==> config.mk <==
export PLATFORM = sky130hd
export DESIGN_NAME = cal_regs
export DESIGN_NICKNAME = d
export VERILOG_FILES = /design/src/include/cal_pkg.sv /design/src/hw/cal_regs.sv /design/src/hw/cal_digit_inc.sv
export VERILOG_INCLUDE_DIRS = /design/src /design/src/include
export SDC_FILE = /design/constraint.sdc
export NUM_CORES = 1
export LEC_CHECK = 0
export ABC_AREA = 1
export BUFFER_PORTS_ARGS = -buffer_cell sky130_fd_sc_hd__buf_2
export CAP_MARGIN = 15
export CORE_ASPECT_RATIO = 0.75
export CORE_MARGIN = 5
export CORE_UTILIZATION = 40
export DETAILED_ROUTE_END_ITERATION = 6
export HOLD_SLACK_MARGIN = 0.03
export PLACE_DENSITY = 0.56
export SKIP_CTS_REPAIR_TIMING = 1
export SLEW_MARGIN = 40
export SYNTH_ARGS = -nofsm -noshare
export SYNTH_HDL_FRONTEND = slang
export SYNTH_SLANG_ARGS = --single-unit
export TNS_END_PERCENT = 30
==> constraint.sdc <==
create_clock -name ref_clk_in -period 3.54 [get_ports ref_clk_in]
set_clock_uncertainty 0.1 [all_clocks]
set_input_delay 0.531 -clock ref_clk_in [delete_from_list [all_inputs] [get_ports ref_clk_in]]
set_output_delay 0.531 -clock ref_clk_in [all_outputs]
set_load 0.02 [all_outputs]
==> src/include/cal_params.svh <==
// register offsets, field ranges and reset values for the calendar block
// assumes inclusion by the design modules and the bench by bare name
`ifndef CAL_PARAMS_SVH
`define CAL_PARAMS_SVH
`define CAL_ADDR_WEEKDAY    8'hE3
`define CAL_ADDR_DATE       8'hE4
`define CAL_ADDR_MTH        8'hE5
`define CAL_ADDR_YEAR       8'hE6
`define CAL_ADDR_HUNDRED    8'hE7
`define CAL_ADDR_ALM_SECS   8'hE8
`define CAL_ADDR_ALM_MINS   8'hE9
`define CAL_WEEKDAY_FIRST   8'h01
`define CAL_WEEKDAY_LAST    8'h07
`define CAL_DATE_FIRST      8'h01
`define CAL_MTH_FIRST       8'h01
`define CAL_MTH_LAST_BIN    8'h0C
`define CAL_MTH_LAST_DEC    8'h12
`define CAL_CENT_LAST_BIN   8'h63
`define CAL_CENT_LAST_DEC   8'h99
`define CAL_WEEKDAY_HI_RST  4'h0
`define CAL_LOCK_RST        1'b0
`endif

==> src/include/cal_pkg.sv <==
// shared types of the calendar and alarm register block
// assumes cal_params.svh on the include path
package cal_pkg;
    // one cpu i/o access, sampled on the block clock
    typedef struct packed {
        logic       rd;
        logic       wr;
        logic [7:0] addr;
        logic [7:0] wdata;
    } cal_io_req_t;

    // the five calendar count fields
    typedef struct packed {
        logic [7:0] weekday;
        logic [7:0] date;
        logic [7:0] mth;
        logic [7:0] year;
        logic [7:0] hundred;
    } cal_counts_t;
endpackage

==> src/hw/cal_regs.sv <==
// calendar counters and alarm set-points of the real-time clock
// assumes one cpu i/o port on ref_clk_in and a one-cycle day tick from logic on that clock
`timescale 1ns/1ps
`include "cal_params.svh"
module cal_regs (
    input  wire logic                ref_clk_in,
    input  wire logic                srst_in,
    input  wire cal_pkg::cal_io_req_t io_req_in,
    input  wire logic                dec_mode_in,
    input  wire logic                unlock_in,
    input  wire logic                day_tick_in,
    output logic               [7:0] rdata_out,
    output cal_pkg::cal_counts_t     counts_out,
    output logic               [7:0] alarm_secs_out,
    output logic               [7:0] alarm_minutes_out
);
    import cal_pkg::*;

    cal_counts_t cnt;
    cal_counts_t next_cnt;
    logic [3:0]  weekday_hi;
    logic [3:0]  next_weekday_hi;
    logic [7:0]  alarm_secs_reg;
    logic [7:0]  alarm_minutes_reg;
    logic [7:0]  next_alarm_secs;
    logic [7:0]  next_alarm_minutes;
    logic [7:0]  next_rdata;
    logic [7:0]  date_last;
    logic [7:0]  cent_last;
    logic [7:0]  yr_last;
    logic [7:0]  inc_wd;
    logic [7:0]  inc_date;
    logic [7:0]  inc_mth;
    logic [7:0]  inc_yr;
    logic [7:0]  inc_cent;
    logic        wrap_date;
    logic        wrap_mth;
    logic        wrap_yr;
    logic        count_en;

    // last day of a month; leap years follow the year's low bits
    function automatic logic [7:0] month_days(input logic dec, input logic [7:0] m,
                                               input logic [7:0] y);
        logic [7:0] mb;
        logic [7:0] yb;
        logic [7:0] d;
        mb = dec ? 8'(m[7:4] * 4'hA + m[3:0]) : m;
        yb = dec ? 8'(y[7:4] * 4'hA + y[3:0]) : y;
        case (mb)
            8'h04, 8'h06, 8'h09, 8'h0B: d = 8'h1E;
            8'h02:                      d = (yb[1:0] == 2'b00) ? 8'h1D : 8'h1C;
            default:                    d = 8'h1F;
        endcase
        month_days = dec ? {4'(d / 8'h0A), 4'(d % 8'h0A)} : d;
    endfunction

    // counting runs only while locked
    assign count_en  = !unlock_in && day_tick_in;
    assign date_last = month_days(dec_mode_in, cnt.mth, cnt.year);
    assign yr_last   = dec_mode_in ? `CAL_CENT_LAST_DEC : `CAL_CENT_LAST_BIN;
    assign cent_last = dec_mode_in ? `CAL_CENT_LAST_DEC : `CAL_CENT_LAST_BIN;

    // one incrementer per field; weekday 1..7 is the same in either mode
    cal_digit_inc u_wd (.dec_mode_in(1'b0), .value_in(cnt.weekday),
        .first_in(`CAL_WEEKDAY_FIRST), .last_in(`CAL_WEEKDAY_LAST),
        .value_out(inc_wd), .wrap_out());
    cal_digit_inc u_date (.dec_mode_in(dec_mode_in), .value_in(cnt.date),
        .first_in(`CAL_DATE_FIRST), .last_in(date_last),
        .value_out(inc_date), .wrap_out(wrap_date));
    cal_digit_inc u_mth (.dec_mode_in(dec_mode_in), .value_in(cnt.mth),
        .first_in(`CAL_MTH_FIRST),
        .last_in(dec_mode_in ? `CAL_MTH_LAST_DEC : `CAL_MTH_LAST_BIN),
        .value_out(inc_mth), .wrap_out(wrap_mth));
    cal_digit_inc u_yr (.dec_mode_in(dec_mode_in), .value_in(cnt.year),
        .first_in(8'h00), .last_in(yr_last),
        .value_out(inc_yr), .wrap_out(wrap_yr));
    cal_digit_inc u_cent (.dec_mode_in(dec_mode_in), .value_in(cnt.hundred),
        .first_in(8'h00), .last_in(cent_last),
        .value_out(inc_cent), .wrap_out());

    // count chain and cpu writes; a write while unlocked never races a tick
    always_comb begin
        next_cnt           = cnt;
        next_weekday_hi    = weekday_hi;
        next_alarm_secs    = alarm_secs_reg;
        next_alarm_minutes = alarm_minutes_reg;
        if (count_en) begin
            next_cnt.weekday = inc_wd;
            next_cnt.date    = inc_date;
            if (wrap_date) begin
                next_cnt.mth = inc_mth;
                if (wrap_mth) begin
                    next_cnt.year = inc_yr;
                    if (wrap_yr) begin
                        next_cnt.hundred = inc_cent;
                    end
                end
            end
        end
        if (io_req_in.wr && unlock_in) begin
            case (io_req_in.addr)
                `CAL_ADDR_WEEKDAY: next_cnt.weekday = {4'h0, io_req_in.wdata[3:0]};
                `CAL_ADDR_DATE:    next_cnt.date    = io_req_in.wdata;
                `CAL_ADDR_MTH:     next_cnt.mth     = io_req_in.wdata;
                `CAL_ADDR_YEAR:    next_cnt.year    = io_req_in.wdata;
                `CAL_ADDR_HUNDRED: next_cnt.hundred = io_req_in.wdata;
                default: ;
            endcase
        end
        if (io_req_in.wr) begin
            case (io_req_in.addr)
                `CAL_ADDR_ALM_SECS: next_alarm_secs    = io_req_in.wdata;
                `CAL_ADDR_ALM_MINS: next_alarm_minutes = io_req_in.wdata;
                default: ;
            endcase
        end
        if (srst_in) begin
            next_weekday_hi = `CAL_WEEKDAY_HI_RST;
        end
    end

    // counts and set-points are not reset; only the read-only nibble is
    always_ff @(posedge ref_clk_in) begin
        cnt               <= next_cnt;
        weekday_hi        <= next_weekday_hi;
        alarm_secs_reg    <= next_alarm_secs;
        alarm_minutes_reg <= next_alarm_minutes;
    end

    // read mux; unmapped offsets read zero
    always_comb begin
        next_rdata = rdata_out;
        if (io_req_in.rd) begin
            case (io_req_in.addr)
                `CAL_ADDR_WEEKDAY:  next_rdata = {weekday_hi, cnt.weekday[3:0]};
                `CAL_ADDR_DATE:     next_rdata = cnt.date;
                `CAL_ADDR_MTH:      next_rdata = cnt.mth;
                `CAL_ADDR_YEAR:     next_rdata = cnt.year;
                `CAL_ADDR_HUNDRED:  next_rdata = cnt.hundred;
                `CAL_ADDR_ALM_SECS: next_rdata = alarm_secs_reg;
                `CAL_ADDR_ALM_MINS: next_rdata = alarm_minutes_reg;
                default:            next_rdata = 8'h00;
            endcase
        end
        if (srst_in) begin
            next_rdata = 8'h00;
        end
    end

    always_ff @(posedge ref_clk_in) begin
        rdata_out <= next_rdata;
    end

    assign counts_out        = cnt;
    assign alarm_secs_out    = alarm_secs_reg;
    assign alarm_minutes_out = alarm_minutes_reg;
endmodule

==> src/hw/cal_digit_inc.sv <==
// wrapping increment of one two-digit field, in binary or packed decimal
// assumes the caller presents an in-range value
`timescale 1ns/1ps
`include "cal_params.svh"
module cal_digit_inc (
    input  wire logic       dec_mode_in,
    input  wire logic [7:0] value_in,
    input  wire logic [7:0] first_in,
    input  wire logic [7:0] last_in,
    output logic      [7:0] value_out,
    output logic            wrap_out
);
    // decimal steps carry the ones digit into the tens at nine
    always_comb begin
        wrap_out  = (value_in == last_in);
        value_out = value_in + 8'h01;
        if (wrap_out) begin
            value_out = first_in;
        end else if (dec_mode_in && value_in[3:0] == 4'h9) begin
            value_out = {value_in[7:4] + 4'h1, 4'h0};
        end
    end
endmodule

Yosys cells after proc, flatten, opt, wreduce, memory -nomap -nowiden --
Cells that the tools add are included.
Storage, ports and cells: register bits 64, bits of input ports 23, output and inout bits 64, logic and storage cells 82
Operators by class: add/subtract/negate cells 11, $mul 2, div/mod/pow operators 2, equality and inequality tests 21, mux-type cells 27, reductions and logical operators 11
Operators with widths (count):
- 8-bit two-way mux | 18
- 40-bit two-way mux | 2
- 8-bit equality test, second input constant | 7
- 8-bit case mux with 7 select lines | 1
- 8-bit by 1-bit adder with 8-bit output, second input constant | 5
- 8-bit by 3-bit equality test with 1-bit output, second input constant | 3
- 8-bit equality test | 3
- 24-bit two-way mux | 1
- 4-bit by 1-bit adder with 4-bit output, second input constant | 4
- 4-bit equality test, second input constant | 4
- 8-bit by 4-bit equality test with 1-bit output, second input constant | 2
- 16-bit two-way mux | 1
- 8-bit by 4-bit adder with 8-bit output | 1
- 8-bit by 4-bit divider with 8-bit output, second input constant | 1
- 8-bit by 2-bit equality test with 1-bit output, second input constant | 1
- 8-bit by 5-bit equality test with 1-bit output | 1
- 8-bit by 4-bit remainder unit with 8-bit output, second input constant | 1
- 4-bit by 3-bit multiplier with 7-bit output, second input constant | 1
- 1-bit logical AND | 6
- 5-bit two-way mux | 1
- 4-bit by 3-bit multiplier with 1-bit output, second input constant | 1
- 2-bit case mux with 2 select lines | 1
- 2-bit AND reduction | 2
- 4-bit OR reduction | 1
- other kinds (5) | 5

Logic depth before layout (Yosys ltp) --
word-level depth 13, mapped depth 22, mapped depth without buffers 21

Hierarchy --
A second synthesis with hierarchy kept.
Unflattened totals: cell total of the unflattened synthesis 979, area, all modules 6063.3 µm²
Modules (own cells, without submodules):
- cal_regs | instances 1, cells each 499, area an instance 3585.9 µm², seq. area each 1441.4 µm²
- cal_digit_inc | instances 5, cells each 96, area an instance 495.5 µm², seq. area each 0.0 µm²

Worst setup path before layout --
No wires, ideal clock.
kind register to register, start register cnt (netlist bit counts_out[21]), end register cnt (netlist bit counts_out[19]), arrival time 2.911 ns, required time 3.325 ns, slack 0.414 ns, stages on the path, launching flop included 22, buffers on the path 1, clock period less this slack 3.126 ns, path through dfxtp_1 > ha_1 > ha_1 > fa_1 > inv_1 > nand3_1 > nand2_1 > nand2_1 > clkinv_1 > nand2_2 > nand2_4 > nand3_4 > nand2_2 > nand2_2 > nand2_2 > nor2_8 > nand3_4 > buf_6 > nand2_1 > nand2_1 > o22ai_1 > inv_1
RTL lines:
- start, declared | RTL line cal_regs.sv:19 | cal_counts_t cnt;
- start signal, assigned | RTL line cal_regs.sv:124 | cnt <= next_cnt;

==> impl_metrics.xml <==
<?xml version="1.0" encoding="UTF-8"?>
<metrics>
  <group name="synth">
    <metric name="synth_area_leader_cell" unit="">sky130_fd_sc_hd__dfxtp_1</metric>
    <metric name="synth.net_count" unit="">758</metric>
    <metric name="yosys-top-cells-area" unit="">sky130_fd_sc_hd__dfxtp_1 20%, sky130_fd_sc_hd__nand2_1 13%, sky130_fd_sc_hd__edfxtp_1 10%</metric>
    <metric name="asyncSetResetFlopFracSynth" unit="%">0</metric>
    <metric name="postSynthRegisterBits" unit="">64</metric>
    <metric name="synth_warnings" unit="">0</metric>
    <metric name="combined_area_of_all_synthesized_cells" unit="sq um">4820</metric>
    <metric name="ys.flop_type" unit="">sky130_fd_sc_hd__dfxtp_1</metric>
    <metric name="synth_top_area_share" unit="%">20.0</metric>
    <metric name="netlist_instances" unit="">713</metric>
    <metric name="post_synthesis_sequential_area_ratio" unit="%">29.9</metric>
    <metric name="post_synth_num_cell_types" unit="">53</metric>
    <metric name="post_synth.cell_area_avg" unit="sq um">6.75</metric>
    <metric name="synth_edf_count" unit="">16</metric>
  </group>
  <group name="sta">
    <metric name="period_share" unit="%">94.0</metric>
    <metric name="slew_violations" unit="">0</metric>
    <metric name="grt_setup_unrepaired" unit="">yes</metric>
    <metric name="max_freq" unit="GHz">0.301</metric>
    <metric name="fin_hold_ws" unit="ps">351</metric>
    <metric name="slew_headroom" unit="%">53.6</metric>
    <metric name="setup_violations" unit="">0</metric>
    <metric name="worstMarginPinSlew" unit="ps">689</metric>
    <metric name="final_period_demand_of_the_worst_path" unit="ps">3330</metric>
    <metric name="hold_viol" unit="">0</metric>
  </group>
  <group name="floorplan">
    <metric name="start_util" unit="%">41.2</metric>
    <metric name="floorplan.die_area" unit="sq um">14400</metric>
    <metric name="ioPinCount" unit="">87</metric>
    <metric name="placeableCoreArea" unit="sq um">11700</metric>
    <metric name="die_x" unit="um">137</metric>
    <metric name="die_y" unit="um">105</metric>
    <metric name="fp-row-count" unit="">34</metric>
  </group>
  <group name="grt">
    <metric name="wire_length_of_the_first_global_routing_pass" unit="um">26700</metric>
    <metric name="grt_max_degree" unit="">22</metric>
    <metric name="initial_antenna_violation_count" unit="">0</metric>
    <metric name="first_global_vias" unit="">4916</metric>
    <metric name="grt_remaining_overflow" unit="">0</metric>
    <metric name="global_route.usage.total" unit="%">23.8</metric>
  </group>
  <group name="cts">
    <metric name="tritoncts_num_sinks" unit="">64</metric>
    <metric name="clockBufferDepth" unit="">2</metric>
    <metric name="tritoncts_clock_tree" unit="">built</metric>
    <metric name="cts_buffers" unit="">9</metric>
    <metric name="path_clk_slew" unit="ps">60</metric>
    <metric name="clock_tree.root_cell" unit="">sky130_fd_sc_hd__clkbuf_16</metric>
    <metric name="clock_insertion_delay_worst_skew" unit="ps">330</metric>
    <metric name="htreeDepth" unit="">3</metric>
  </group>
  <group name="finish">
    <metric name="insertedDiodeCount" unit="">0</metric>
    <metric name="area_growth" unit="%">20.7</metric>
    <metric name="layout.core_utilization" unit="%">49.7</metric>
    <metric name="layout.nets" unit="">855</metric>
    <metric name="leading_cell_type_in_the_layout_fill_and_taps_excluded" unit="">sky130_fd_sc_hd__nand2_1</metric>
    <metric name="final_layout_size_suffix_gt1_share" unit="%">19.1</metric>
    <metric name="design_area" unit="sq um">5810</metric>
    <metric name="top_library_cells_by_usage_in_the_layout_fill_and_taps_aside" unit="">166 x sky130_fd_sc_hd__nand2_1, 106 x sky130_fd_sc_hd__inv_1, 86 x sky130_fd_sc_hd__buf_2</metric>
  </group>
  <group name="worst_setup_path">
    <metric name="timing.critical_path.to_type" unit="">register</metric>
    <metric name="timing.reg2reg.setup_slack" unit="ps">210</metric>
    <metric name="worst_r2r_startpoint" unit="">counts_out[20]</metric>
    <metric name="critPathKind" unit="">reg2reg</metric>
    <metric name="timing.reg2reg.worst_path_depth" unit="">20</metric>
    <metric name="crit_path_start_kind" unit="">register</metric>
    <metric name="worstReg2RegEnd" unit="">counts_out[19]</metric>
    <metric name="worst-path-max-fanout" unit="">9</metric>
    <metric name="worstPathArrival" unit="ps">3450</metric>
    <metric name="critical_path_required" unit="ps">3660</metric>
  </group>
  <group name="placement">
    <metric name="placed_area" unit="sq um">5460</metric>
    <metric name="dp_hpwl" unit="um">13300</metric>
    <metric name="placement.io_buffers" unit="">86</metric>
    <metric name="gpl.final_weighted_congestion" unit="">0.940</metric>
  </group>
  <group name="worst_hold_path">
    <metric name="whs_path_depth" unit="">1</metric>
    <metric name="worstHoldEndpoint" unit="">alarm_secs_out[1]</metric>
    <metric name="hp-class" unit="">in2reg</metric>
    <metric name="min-delay-start" unit="">io_req_in[1]</metric>
  </group>
  <group name="power">
    <metric name="power.ir.vdd_worst" unit="uV">272</metric>
    <metric name="static-leakage-power" unit="nW">2.80</metric>
    <metric name="p_per_area" unit="nW/um^2">474</metric>
  </group>
  <group name="routing">
    <metric name="vias" unit="">5363</metric>
    <metric name="finalWirelength" unit="um">17100</metric>
    <metric name="avgViaCountPerCell" unit="">5.49</metric>
    <metric name="detail_route.iter0.violations" unit="">424</metric>
    <metric name="first_pass_detailed_route_iteration_total" unit="">5</metric>
    <metric name="route.detailed.drc" unit="">0</metric>
    <metric name="detail_route.wl_per_cell" unit="um">17.5</metric>
    <metric name="drtAntennaViolNets" unit="">0</metric>
  </group>
  <group name="job">
    <metric name="max-cap-violations" unit="">0</metric>
  </group>
  <group name="outcome">
    <metric name="outcome" unit="">finished clean</metric>
  </group>
</metrics>
==> where the power goes <==
group	total (mW)	internal [mW]	leakage [nW]	switching, mW
Combinational	0.862	0.286	2.12	0.576
Sequential	0.974	0.838	0.538	0.136
Clock	0.919	0.553	0.143	0.366
==> Yosys cell counts, drive strengths merged, types with 15 or more instances <==
library cell and n:
o22ai 15, edfxtp 16, dfxtp 48, inv 111, nor2 56, o21ai 32, nand4 16, nor3 21
nand2 177, ha 20, a21oi 37, nand3 74
==> final cells by class <==
type / count / area (sq um)
repair buffers: 105 / 586
flip-flops and latches: 64 / 1440
clock inverters: 7 / 80.1
fillers: 1220 / 5880
multi-input cells: 517 / 2850
well taps: 162 / 203
inverters: 113 / 432
clock buffers: 9 / 225
==> metal layers <==
layer | global-route usage (%) | share of wire [%] | routed length [um]
met5 | 0 | 0 | 0
met4 | 7.27 | 1.7 | 293
met3 | 4.76 | 9.2 | 1580
met2 | 35.8 | 44 | 7520
met1 | 34.1 | 45 | 7740
==> worst max-delay path by stage <==
stage	start	to	slack, ps
3_5_place_dp	counts_out[20]	counts_out[8]	250
3_3_place_gp	counts_out[20]	counts_out[21]	320
6_report	counts_out[20]	counts_out[19]	210
5_1_grt	counts_out[20]	counts_out[12]	-40
2_1_floorplan	counts_out[21]	counts_out[19]	410
4_1_cts	counts_out[20]	counts_out[21]	240
==> kinds of logic (layout without fill, tap and decap cells) <==
group	Yosys count	count (layout)	share of synthesized area, %
adder cells (fa/ha/maj)	22	22	6.03
AO/OA/AOI/OAI	115	115	14.1
flip-flops	64	64	29.9
buffers and inverters	132	234	11.4
AND/OR/NAND/NOR	363	363	35.5
XOR/XNOR	17	17	3.09
==> worst max-delay path, stage by stage (launching register included) <==
cell and delay [ps]:
sky130_fd_sc_hd__dfxtp_1 420, sky130_fd_sc_hd__ha_1 280, sky130_fd_sc_hd__ha_1 210, sky130_fd_sc_hd__fa_1 400
sky130_fd_sc_hd__xnor2_1 200, sky130_fd_sc_hd__nand2_1 80, sky130_fd_sc_hd__nand2_1 80, sky130_fd_sc_hd__clkinv_1 70
sky130_fd_sc_hd__nand2_2 70, sky130_fd_sc_hd__nand2_4 60, sky130_fd_sc_hd__nand3_4 90, sky130_fd_sc_hd__nand2_2 60
sky130_fd_sc_hd__nand2_2 90, sky130_fd_sc_hd__nand2_2 70, sky130_fd_sc_hd__nor2_4 250, sky130_fd_sc_hd__nand3_4 220
sky130_fd_sc_hd__buf_4 200, sky130_fd_sc_hd__nand2_1 50, sky130_fd_sc_hd__nand2_1 60, sky130_fd_sc_hd__o22ai_1 120
sky130_fd_sc_hd__inv_1 50
==> stage by stage <==
step           power [mW]  worst slack (ps)  instances  TNS [ps]
5_1_grt              2.92             -43.0        977      -175
3_5_place_dp         1.83               250        957         0
3_3_place_gp         1.82               321        957         0
4_1_cts              2.76               242        973         0
6_report             2.76               213        977         0
2_1_floorplan        1.55               414        713         0
==> state kept, by name, indices dropped and copies added, names as in the netlist <==
name / count
rdata_out: 8
alarm_minutes_out: 8
alarm_secs_out: 8
counts_out: 40
(Power assumes the default switching activity.)
